===== src/gpio_pkg.sv =====
// Function
// RULE1: Five identical independent port copies.
// RULE2: Output pin may toggle every two clocks.
// RULE3: Cleared digital enable isolates input path.
// RULE4: Peripheral needs select, enable and code.
// RULE5: Every pin is configured on its own.
// RULE6: Other pins reset tri-stated, all zero.
// RULE7: Serial and debug pins reset to functions.
// RULE8: Both reset sources restore pin defaults.
// RULE9: Pins reset as inputs except debug pins.
// RULE10: Top pin of port B reverts to reset.
// RULE11: Direction chooses input capture or drive.
// RULE12: Edge or level interrupt sensing, software selected.
// RULE13: Data access masked by address lines.
// RULE14: Port logic can trigger converter sampling.
// RULE15: Direction zero captures, one drives data.
// RULE16: Address bits nine to two mask data.
// RULE17: One interrupt per port, edges stay pending.
// RULE18: Alternate select hands pin to peripheral.
// RULE19: State held in flops, reset loads defaults.
// RULE20: Pin inputs pass a synchroniser first.
package gpio_pkg;
   localparam int N_PORTS = 5;
   localparam int N_PINS = 8;
   localparam int CODE_W = 4;
   typedef logic [N_PORTS-1:0][N_PINS-1:0] port_bits_t;
   typedef logic [N_PORTS-1:0][N_PINS*CODE_W-1:0] port_codes_t;
   localparam logic [2:0] PORT_LIMIT = 3'h5;
   localparam int PORT_LSB = 12;
   localparam int MASK_LSB = 2;
   localparam int CTRL_BIT = 10;
   localparam logic [2:0] SIZE_WORD = 3'h2;
   localparam logic [11:0] OFF_DIR = 12'h400;
   localparam logic [11:0] OFF_IS = 12'h404;
   localparam logic [11:0] OFF_IBE = 12'h408;
   localparam logic [11:0] OFF_IEV = 12'h40C;
   localparam logic [11:0] OFF_IM = 12'h410;
   localparam logic [11:0] OFF_RIS = 12'h414;
   localparam logic [11:0] OFF_MIS = 12'h418;
   localparam logic [11:0] OFF_ICR = 12'h41C;
   localparam logic [11:0] OFF_AFSEL = 12'h420;
   localparam logic [11:0] OFF_PUR = 12'h424;
   localparam logic [11:0] OFF_PDR = 12'h428;
   localparam logic [11:0] OFF_DEN = 12'h42C;
   localparam logic [11:0] OFF_PCTL = 12'h430;
   localparam int ADC_PORT = 1;
   localparam int ADC_PIN = 4;
   // Byte order per constant is port E down to port A.
   localparam port_bits_t AFSEL_RST = 40'h00000F803F;
   localparam port_bits_t DEN_RST = 40'h00000F803F;
   localparam port_bits_t PUR_RST = 40'h00000F0000;
   localparam port_bits_t PDR_RST = 40'h0000000000;
   localparam port_bits_t DIR_RST = 40'h0000000000;
   localparam port_codes_t PCTL_RST = {32'h00000000, 32'h00000000,
      32'h00003333, 32'h30000000, 32'h00111111};

   function automatic logic [2:0] port_of(input logic [14:0] a);
      return a[PORT_LSB+2:PORT_LSB];
   endfunction

   function automatic logic [7:0] mask_of(input logic [14:0] a);
      return a[MASK_LSB+7:MASK_LSB];
   endfunction

   function automatic logic is_data(input logic [14:0] a);
      return !a[CTRL_BIT] && !a[CTRL_BIT+1];
   endfunction
endpackage


===== src/pin_sync.sv =====
`timescale 1ns/100ps
module pin_sync #(
   parameter int WIDTH = 1
) (
   input wire logic clk,
   input wire logic rst_n,
   input wire logic [WIDTH-1:0] din,
   output logic [WIDTH-1:0] dout
);
   logic [WIDTH-1:0] s1_reg, s2_reg, s3_reg, out_reg;
   logic [WIDTH-1:0] out_next;
   logic [WIDTH-1:0] agree;

   // Only the second and third stages are compared; the first is left
   // alone so it can settle out of metastability.
   always_comb begin
      agree = ~(s2_reg ^ s3_reg);
      out_next = (agree & s3_reg) | (~agree & out_reg); // RULE20
   end

   always_ff @(posedge clk or negedge rst_n) begin
      if (!rst_n) begin
         s1_reg <= '0;
         s2_reg <= '0;
         s3_reg <= '0;
         out_reg <= '0;
      end else begin
         s1_reg <= din;
         s2_reg <= s1_reg;
         s3_reg <= s2_reg;
         out_reg <= out_next;
      end
   end

   assign dout = out_reg;
endmodule


===== src/irq_sense.sv =====
`timescale 1ns/100ps
module irq_sense #(
   parameter int WIDTH = 8
) (
   input wire logic clk,
   input wire logic rst_n,
   input wire logic [WIDTH-1:0] level,
   input wire logic [WIDTH-1:0] sense_level,
   input wire logic [WIDTH-1:0] both_edges,
   input wire logic [WIDTH-1:0] high_rise,
   input wire logic [WIDTH-1:0] clear,
   output logic [WIDTH-1:0] raw
);
   logic [WIDTH-1:0] prev_reg, raw_reg;
   logic [WIDTH-1:0] prev_next, raw_next;
   logic [WIDTH-1:0] rise, fall, edge_hit, lvl_hit;

   always_comb begin
      prev_next = level;
      rise = level & ~prev_reg;
      fall = ~level & prev_reg;
      edge_hit = (both_edges & (rise | fall)) |
         (~both_edges & high_rise & rise) |
         (~both_edges & ~high_rise & fall); // RULE12
      lvl_hit = (high_rise & level) | (~high_rise & ~level);
      // A new edge in the clearing cycle keeps the flag set.
      raw_next = (sense_level & lvl_hit) |
         (~sense_level & (edge_hit | (raw_reg & ~clear))); // RULE17
   end

   always_ff @(posedge clk or negedge rst_n) begin
      if (!rst_n) begin
         prev_reg <= '0;
         raw_reg <= '0;
      end else begin
         prev_reg <= prev_next;
         raw_reg <= raw_next;
      end
   end

   assign raw = raw_reg;
endmodule


===== src/gpio_ports.sv =====
// Decided for this implementation: the register addresses and the AHB-Lite slave port.
`timescale 1ns/100ps
module gpio_ports #(
   parameter int NUM_PORTS = 5,
   parameter int PINS = 8
) (
   input wire logic hclk,
   input wire logic hresetn,
   input wire logic hsel,
   input wire logic [14:0] haddr,
   input wire logic [1:0] htrans,
   input wire logic hwrite,
   input wire logic [2:0] hsize,
   input wire logic [31:0] hwdata,
   input wire logic hready,
   output logic [31:0] hrdata,
   output logic hreadyout,
   output logic hresp,
   input wire gpio_pkg::port_bits_t pin_in,
   output gpio_pkg::port_bits_t pin_out,
   output gpio_pkg::port_bits_t pin_oe,
   output gpio_pkg::port_bits_t pin_pull_up,
   output gpio_pkg::port_bits_t pin_pull_down,
   output gpio_pkg::port_bits_t pin_digital_en,
   input wire gpio_pkg::port_bits_t periph_out,
   input wire gpio_pkg::port_bits_t periph_oe,
   output gpio_pkg::port_bits_t periph_in,
   output gpio_pkg::port_codes_t pin_function_code,
   output logic [gpio_pkg::N_PORTS-1:0] port_irq,
   output logic adc_trigger
);
   import gpio_pkg::*;

   // The address map and reset tables are built for this exact shape.
   if (NUM_PORTS != N_PORTS || PINS != N_PINS) begin : g_shape_check
      $error("gpio_ports supports only five ports of eight pins");
   end

   // Per-port configuration, every bit its own flop.
   port_bits_t data_reg, data_next;
   port_bits_t dir_reg, dir_next;
   port_bits_t is_reg, is_next;
   port_bits_t ibe_reg, ibe_next;
   port_bits_t iev_reg, iev_next;
   port_bits_t im_reg, im_next;
   port_bits_t afsel_reg, afsel_next;
   port_bits_t pur_reg, pur_next;
   port_bits_t pdr_reg, pdr_next;
   port_bits_t den_reg, den_next;
   port_codes_t pctl_reg, pctl_next;

   // Bus slave state.
   logic wr_pend_reg, wr_pend_next;
   logic [14:0] wr_addr_reg, wr_addr_next;
   logic [31:0] hrdata_reg, hrdata_next;
   logic hready_reg, hready_next;
   logic hresp_reg, hresp_next;

   // Registered pin and peripheral side.
   port_bits_t pin_out_reg, pin_out_next;
   port_bits_t pin_oe_reg, pin_oe_next;
   port_bits_t periph_in_reg, periph_in_next;
   port_codes_t code_reg, code_next;
   logic [N_PORTS-1:0] irq_reg, irq_next;
   logic adc_reg, adc_next;

   // Helpers.
   port_bits_t pin_sync_val;
   port_bits_t din_gated;
   port_bits_t ris;
   port_bits_t icr_pulse;
   logic accept;
   logic [2:0] rp;
   logic [2:0] wp;
   logic [7:0] rmask;
   logic [7:0] wmask;
   logic [7:0] rbyte;

   // One synchroniser serves all forty pins. A pin that moves while it
   // is sampled is only taken once two stages agree on its level.
   pin_sync #(
      .WIDTH(N_PORTS*N_PINS)
   ) u_pin_sync (
      .clk(hclk),
      .rst_n(hresetn),
      .din(pin_in),
      .dout(pin_sync_val)
   );

   // An analog pin has its digital enable cleared; its input then
   // reads as zero and cannot capture, though low-level sensing still flags it.
   assign din_gated = pin_sync_val & den_reg; // RULE3

   for (genvar p = 0; p < N_PORTS; p++) begin : g_port
      irq_sense #(
         .WIDTH(N_PINS)
      ) u_irq_sense (
         .clk(hclk),
         .rst_n(hresetn),
         .level(din_gated[p]),
         .sense_level(is_reg[p]),
         .both_edges(ibe_reg[p]),
         .high_rise(iev_reg[p]),
         .clear(icr_pulse[p]),
         .raw(ris[p])
      ); // RULE1
   end

   // Bus front end and register update.
   always_comb begin
      data_next = data_reg;
      dir_next = dir_reg;
      is_next = is_reg;
      ibe_next = ibe_reg;
      iev_next = iev_reg;
      im_next = im_reg;
      afsel_next = afsel_reg;
      pur_next = pur_reg;
      pdr_next = pdr_reg;
      den_next = den_reg;
      pctl_next = pctl_reg;
      icr_pulse = '0;
      wr_addr_next = wr_addr_reg;
      hrdata_next = hrdata_reg;
      // Reads answer at once; only writes insert a wait state.
      hready_next = 1'b1;
      // Every transfer ends with an OKAY response.
      hresp_next = 1'b0;
      wr_pend_next = 1'b0;
      accept = hsel && hready && htrans[1];
      rp = port_of(haddr);
      wp = port_of(wr_addr_reg);
      rmask = mask_of(haddr);
      wmask = mask_of(wr_addr_reg);
      rbyte = 8'h00;

      // Input bits follow the pin; output bits keep the stored value.
      for (int p = 0; p < N_PORTS; p++) begin
         data_next[p] = (data_reg[p] & dir_reg[p]) |
            (din_gated[p] & ~dir_reg[p]); // RULE15
      end

      // Writes take one wait state so that the new value is in place
      // before any following read is sampled.
      // A write of less than a word takes its wait state but changes nothing.
      if (accept && hwrite) begin
         wr_pend_next = (hsize == SIZE_WORD);
         wr_addr_next = haddr;
         hready_next = 1'b0;
      end else if (accept && rp < PORT_LIMIT) begin
         if (is_data(haddr)) begin
            rbyte = data_reg[rp] & rmask; // RULE13
            hrdata_next = {24'h000000, rbyte};
         end else begin
            unique case (haddr[11:0])
               OFF_DIR: hrdata_next = {24'h000000, dir_reg[rp]};
               OFF_IS: hrdata_next = {24'h000000, is_reg[rp]};
               OFF_IBE: hrdata_next = {24'h000000, ibe_reg[rp]};
               OFF_IEV: hrdata_next = {24'h000000, iev_reg[rp]};
               OFF_IM: hrdata_next = {24'h000000, im_reg[rp]};
               OFF_RIS: hrdata_next = {24'h000000, ris[rp]};
               OFF_MIS: begin
                  rbyte = ris[rp] & im_reg[rp];
                  hrdata_next = {24'h000000, rbyte};
               end
               OFF_AFSEL: hrdata_next = {24'h000000, afsel_reg[rp]};
               OFF_PUR: hrdata_next = {24'h000000, pur_reg[rp]};
               OFF_PDR: hrdata_next = {24'h000000, pdr_reg[rp]};
               OFF_DEN: hrdata_next = {24'h000000, den_reg[rp]};
               OFF_PCTL: hrdata_next = pctl_reg[rp];
               default: hrdata_next = 32'h00000000;
            endcase
         end
      end else if (accept) begin
         // Ports above E answer with zero data.
         hrdata_next = 32'h00000000;
      end

      // Write data phase: every pin field is its own bit, except the four-bit code fields of PCTL.
      if (wr_pend_reg && wp < PORT_LIMIT) begin // RULE5
         if (is_data(wr_addr_reg)) begin
            data_next[wp] = (data_next[wp] & ~wmask) |
               (hwdata[7:0] & wmask); // RULE16
         end else begin
            unique case (wr_addr_reg[11:0])
               OFF_DIR: dir_next[wp] = hwdata[7:0]; // RULE11
               OFF_IS: is_next[wp] = hwdata[7:0];
               OFF_IBE: ibe_next[wp] = hwdata[7:0];
               OFF_IEV: iev_next[wp] = hwdata[7:0];
               OFF_IM: im_next[wp] = hwdata[7:0];
               // Ones clear edge flags; zeros leave them alone.
               OFF_ICR: icr_pulse[wp] = hwdata[7:0];
               OFF_AFSEL: afsel_next[wp] = hwdata[7:0];
               OFF_PUR: pur_next[wp] = hwdata[7:0];
               OFF_PDR: pdr_next[wp] = hwdata[7:0];
               OFF_DEN: den_next[wp] = hwdata[7:0];
               // The function code register takes all 32 bits.
               OFF_PCTL: pctl_next[wp] = hwdata;
               default: begin
               end
            endcase
         end
      end
   end

   // Pin muxing and peripheral hand-off.
   always_comb begin
      for (int p = 0; p < N_PORTS; p++) begin
         // A selected pin belongs to its peripheral, otherwise the
         // data and direction registers drive it.
         pin_out_next[p] = (afsel_reg[p] & periph_out[p]) |
            (~afsel_reg[p] & data_reg[p]); // RULE18
         pin_oe_next[p] = den_reg[p] & ((afsel_reg[p] & periph_oe[p]) |
            (~afsel_reg[p] & dir_reg[p])); // RULE15
         periph_in_next[p] = pin_sync_val[p] & afsel_reg[p] &
            den_reg[p]; // RULE4
         for (int i = 0; i < N_PINS; i++) begin
            code_next[p][i*CODE_W +: CODE_W] =
               (afsel_reg[p][i] && den_reg[p][i]) ?
               pctl_reg[p][i*CODE_W +: CODE_W] : 4'h0; // RULE4
         end
         // The port line is the OR of every unmasked pending flag.
         irq_next[p] = |(ris[p] & im_reg[p]); // RULE17
      end
      adc_next = ris[ADC_PORT][ADC_PIN] & im_reg[ADC_PORT][ADC_PIN]; // RULE14
   end

   // The external reset pin is merged into hresetn upstream, so both
   // sources land here and restore the same defaults.
   always_ff @(posedge hclk or negedge hresetn) begin
      if (!hresetn) begin // RULE8
         data_reg <= '0;
         dir_reg <= DIR_RST; // RULE9
         is_reg <= '0;
         ibe_reg <= '0;
         iev_reg <= '0;
         im_reg <= '0;
         // Port B pin 7, the serial pins and the debug pins come back as peripherals.
         afsel_reg <= AFSEL_RST; // RULE10
         pur_reg <= PUR_RST; // RULE7
         pdr_reg <= PDR_RST; // RULE6
         den_reg <= DEN_RST; // RULE7
         pctl_reg <= PCTL_RST; // RULE6
      end else begin // RULE19
         data_reg <= data_next;
         dir_reg <= dir_next;
         is_reg <= is_next;
         ibe_reg <= ibe_next;
         iev_reg <= iev_next;
         im_reg <= im_next;
         afsel_reg <= afsel_next;
         pur_reg <= pur_next;
         pdr_reg <= pdr_next;
         den_reg <= den_next;
         pctl_reg <= pctl_next;
      end
   end

   always_ff @(posedge hclk or negedge hresetn) begin
      if (!hresetn) begin
         wr_pend_reg <= 1'b0;
         wr_addr_reg <= '0;
         hrdata_reg <= 32'h00000000;
         hready_reg <= 1'b1;
         hresp_reg <= 1'b0;
      end else begin
         wr_pend_reg <= wr_pend_next;
         wr_addr_reg <= wr_addr_next;
         hrdata_reg <= hrdata_next;
         hready_reg <= hready_next;
         hresp_reg <= hresp_next;
      end
   end

   // Registering the pins costs one cycle but keeps a back-to-back
   // write stream able to toggle a pin every second clock.
   always_ff @(posedge hclk or negedge hresetn) begin
      if (!hresetn) begin
         pin_out_reg <= '0;
         pin_oe_reg <= '0;
         periph_in_reg <= '0;
         code_reg <= '0;
         irq_reg <= '0;
         adc_reg <= 1'b0;
      end else begin
         pin_out_reg <= pin_out_next; // RULE2
         pin_oe_reg <= pin_oe_next;
         periph_in_reg <= periph_in_next;
         code_reg <= code_next;
         irq_reg <= irq_next;
         adc_reg <= adc_next;
      end
   end

   assign hrdata = hrdata_reg;
   assign hreadyout = hready_reg;
   assign hresp = hresp_reg;
   assign pin_out = pin_out_reg;
   assign pin_oe = pin_oe_reg;
   assign pin_pull_up = pur_reg;
   assign pin_pull_down = pdr_reg;
   assign pin_digital_en = den_reg;
   assign periph_in = periph_in_reg;
   assign pin_function_code = code_reg;
   assign port_irq = irq_reg;
   assign adc_trigger = adc_reg;
endmodule


===== config.mk =====
export PLATFORM = sky130hd
export DESIGN_NAME = gpio_ports
export DESIGN_NICKNAME = d
export VERILOG_FILES = /design/src/gpio_pkg.sv /design/src/pin_sync.sv /design/src/irq_sense.sv /design/src/gpio_ports.sv
export SDC_FILE = /design/constraint.sdc
export NUM_CORES = 2
export LEC_CHECK = 0
export ABC_CLOCK_PERIOD_IN_PS = 7450
export BUFFER_PORTS_ARGS = -buffer_cell sky130_fd_sc_hd__buf_2
export CELL_PAD_IN_SITES_DETAIL_PLACEMENT = 1
export CELL_PAD_IN_SITES_GLOBAL_PLACEMENT = 1
export CORE_MARGIN = 2
export CORE_UTILIZATION = 50
export DETAILED_ROUTE_END_ITERATION = 8
export PLACE_DENSITY = 0.86
export SKIP_LAST_GASP = 1
export SYNTH_ARGS = -nofsm -noshare
export SYNTH_HDL_FRONTEND = slang
export SYNTH_HIERARCHICAL = 1
export SYNTH_SLANG_ARGS = --single-unit

===== constraint.sdc =====
create_clock -name hclk -period 7.45 [get_ports hclk]
set_input_delay 2.235 -clock hclk [delete_from_list [all_inputs] [get_ports hclk]]
set_output_delay 2.235 -clock hclk [all_outputs]
set_load 0.02 [all_outputs]

==> flow_metrics.tcl <==
set metrics [dict create \
    worstPathRequired_ps 8100 \
    cts_max_level 3 \
    critPathMaxStageDelay_ps 950 \
    yosys.area_share.xor_xnor_pct 0.711 \
    leakagePower_nw 29.0 \
    totalPowerFinal_mw 13.6 \
    hold_viol_final 0 \
    start_kind "primary input" \
    max_freq_mhz 195 \
    fin_skew_ps 67.3 \
    die_x_um 318 \
    final_cell_area_um2 58200 \
    clock_path_buffers 3 \
    synth_edf_count 0 \
    die-area_um2 101000 \
    core_um2 98000 \
    synth_top_family_by_area "multiplexers" \
    drc 0 \
    synth_area_um2 49300 \
    syn_area_per_cell_um2 12.7 \
    crit_chain "buf_2 > or4b_2 > nor4_1 > nand2_1 > o21ai_0 > a311oi_1 > a21oi_1" \
    vias_per_cell 6.79 \
    dpl.hpwl_um 143000 \
    synth_compound_area_share_pct 6.88 \
    synth_ff_type "dfrtp_1" \
    seq_area_frac_synth_pct 57.7 \
    antenna_found_initial 33 \
    wl_per_cell_um 37.8 \
    vias 39922 \
    cts_hold_buffers 0 \
    dr_wl_met3_um 27500 \
    postRouteAntennaNets 0 \
    worst_setup_path_end_kind "flop" \
    num_io_pins 617 \
    finalSetupViolCount 0 \
    arrival_ps 5770 \
    post_cts_resized 0 \
    grt_pass1_wl_um 315000 \
    slew_violations 7 \
    cts_setup_buffers 0 \
    root_buffer "clkbuf_16" \
    rsz0062_at_grt "no" \
    finalCriticalPeriod_ps 5120 \
    cts_made_buffers 114 \
    vdd_drop_max_mv 0.215 \
    post-route-period-util_pct 68.7 \
    areaGrowthSynthToFinish_pct 18.1 \
    path_max_fanout 9 \
    setup_tns_ps 0 \
    drt_iter0_markers 5480 \
    dp.cells 5650 \
    clk_pin_slew_ps 60 \
    critical_path.startpoint "haddr[9]" \
    gp_congestion 1.03 \
    layout-drive-gt1-share_pct 33.3 \
    max_slew_margin_pct -4.64 \
    min-delay-path-class "flop to flop" \
    p_per_area_nw_per_um2 234 \
    slowest_stage "o21ai_0" \
    nNetsFinal 4736 \
    cap_violations 1 \
    grt_pass1_vias 42715 \
    async_reset_ff_share_pct 100 \
    tightest_slew_ps 1570 \
    r2r_start "wr_addr_reg[14]" \
    grt_max_degree 149 \
    yosysWarnings 6 \
    start_util_pct 50.3 \
    gr-total-overflow 0 \
    clock_sinks 1135 \
    final_cell_mix "dfrtp_1, buf_2, mux2_2" \
    syn_inst 3868 \
    cts_tree "built" \
    row_count 115 \
    outcome "finished, violations left" \
    synth_fa_ha_area_share_pct 2.94 \
    portBuffers 614 \
    ys_ff_latch 1135 \
    hold_start "u_pin_sync/s1_reg[16]" \
    synthMuxAreaShare_pct 20.6 \
    wl_met1_um 76500 \
    top_layer "met5" \
    grt_usage_pct 43.4 \
    drt_wl_total_um 222000 \
    synth_cell_types 68 \
    clk-insertion-delay-late_ps 770 \
    dr_wl_met2_um 97100 \
    fin_cells 5883 \
    die_y_um 318 \
    synth-simple-area-share_pct 8.08 \
    critPathKind "primary input to flop" \
    layout_commonest_cell "dfrtp_1" \
    synth_fp_nets 4125 \
    dpl_cell_area_um2 54100 \
    violations "capacitance limit, slew limit" \
    first_pass_iters 8 \
]
[synth_stat cells (11+ instances only)]
library cell  number  area share [%]
dfrtp_1         1092              55
mux2_2           466              11
mux2i_1          273             5.5
and3_1           219             2.8
inv_1            187             1.4
nand2_1          187             1.4
o21ai_0          165             1.7
clkbuf_1         153             1.2
nor2_1           141             1.1
mux2_1           140             3.2
o22ai_1           85             1.1
ha_1              80             2.0
a21oi_1           50            0.51
nor2b_1           48            0.61
dfstp_2           43             2.3
maj3_2            40            0.91
o31a_1            40            0.71
xor2_1            40            0.71
and2_1            33            0.42
nor2_2            30            0.38
a22oi_1           29            0.44
buf_2             29            0.29
mux4_2            26             1.2
o211ai_1          26            0.40
o2bb2ai_1         25            0.44
buf_1             21            0.16
nand3_1           17            0.17
nand4_1           17            0.22
nor3_1            13            0.13
a221oi_1          12            0.21
a32oi_1           11            0.20
[metrics by stage]
| step | worst slack, ps | util [%] | hold WS (ps) |
|---|---|---|---|
| after floorplan | 3230 | - | 331 |
| after global placement | 2110 | 55.2 | 333 |
| after detailed placement | 1880 | 55.2 | 337 |
| after CTS | 2580 | 59.3 | 350 |
| after global routing | 2390 | 59.4 | 351 |
| final | 2330 | 59.4 | 347 |
[critical path: cells and delay by family]
kind                   cells  cell delay, ps
buffers and inverters      1             130
AO/OA/AOI/OAI              3            1230
AND/OR/NAND/NOR            3            2140
[cells by family (layout without fill, tap and decap cells)]
| family | after synthesis | in the layout |
|---|---|---|
| flops | 1135 | 1135 |
| buf+inv | 393 | 1102 |
| other cells | 1 | 20 |
| simple gates | 758 | 758 |
| mux | 905 | 905 |
| fa+ha+maj | 120 | 120 |
| xor+xnor | 40 | 40 |
| compound gates | 516 | 516 |
[worst paths after layout]
| kind | endpoint | slack (ps) | cells after the start |
|---|---|---|---|
| max | hrdata[2] | 2330 | 7 |
| min | u_pin_sync/s2_reg[16] | 350 | 0 |
| max reg2reg | iev_reg[39] | 3380 | 6 |
| min reg2reg | u_pin_sync/s2_reg[16] | 350 | 0 |
| max in group asynchronous | u_pin_sync/s1_reg[23] | 4440 | 2 |
| min in group asynchronous | pin_oe[32] | 1540 | 1 |
[per-layer routing]
layer,track usage (%),vias to the layer above
met4,34.6,22
met5,1.23,-
met2,64.2,3286
met3,16.1,1173
met1,50.7,20444
li1,-,14997
[power breakdown]
part	internal, mW	switching, mW	total [mW]
clock network	3.68	2.71	6.39
registers	6.29	0.141	6.43
logic	0.232	0.574	0.806
[layout make-up]
cell class | instances | area, um2
Timing Repair Buffer | 699 | 3900
Fill cell | 9804 | 39800
Sequential cell | 1135 | 28500
Antenna cell | 19 | 47.5
Inverter | 189 | 709
Multi-Input combinational cell | 2340 | 19400
Clock buffer | 157 | 3200
Clock inverter | 57 | 863
Tap cell | 1287 | 1610
No activity file was read; power rests on OpenSTA's default activity.
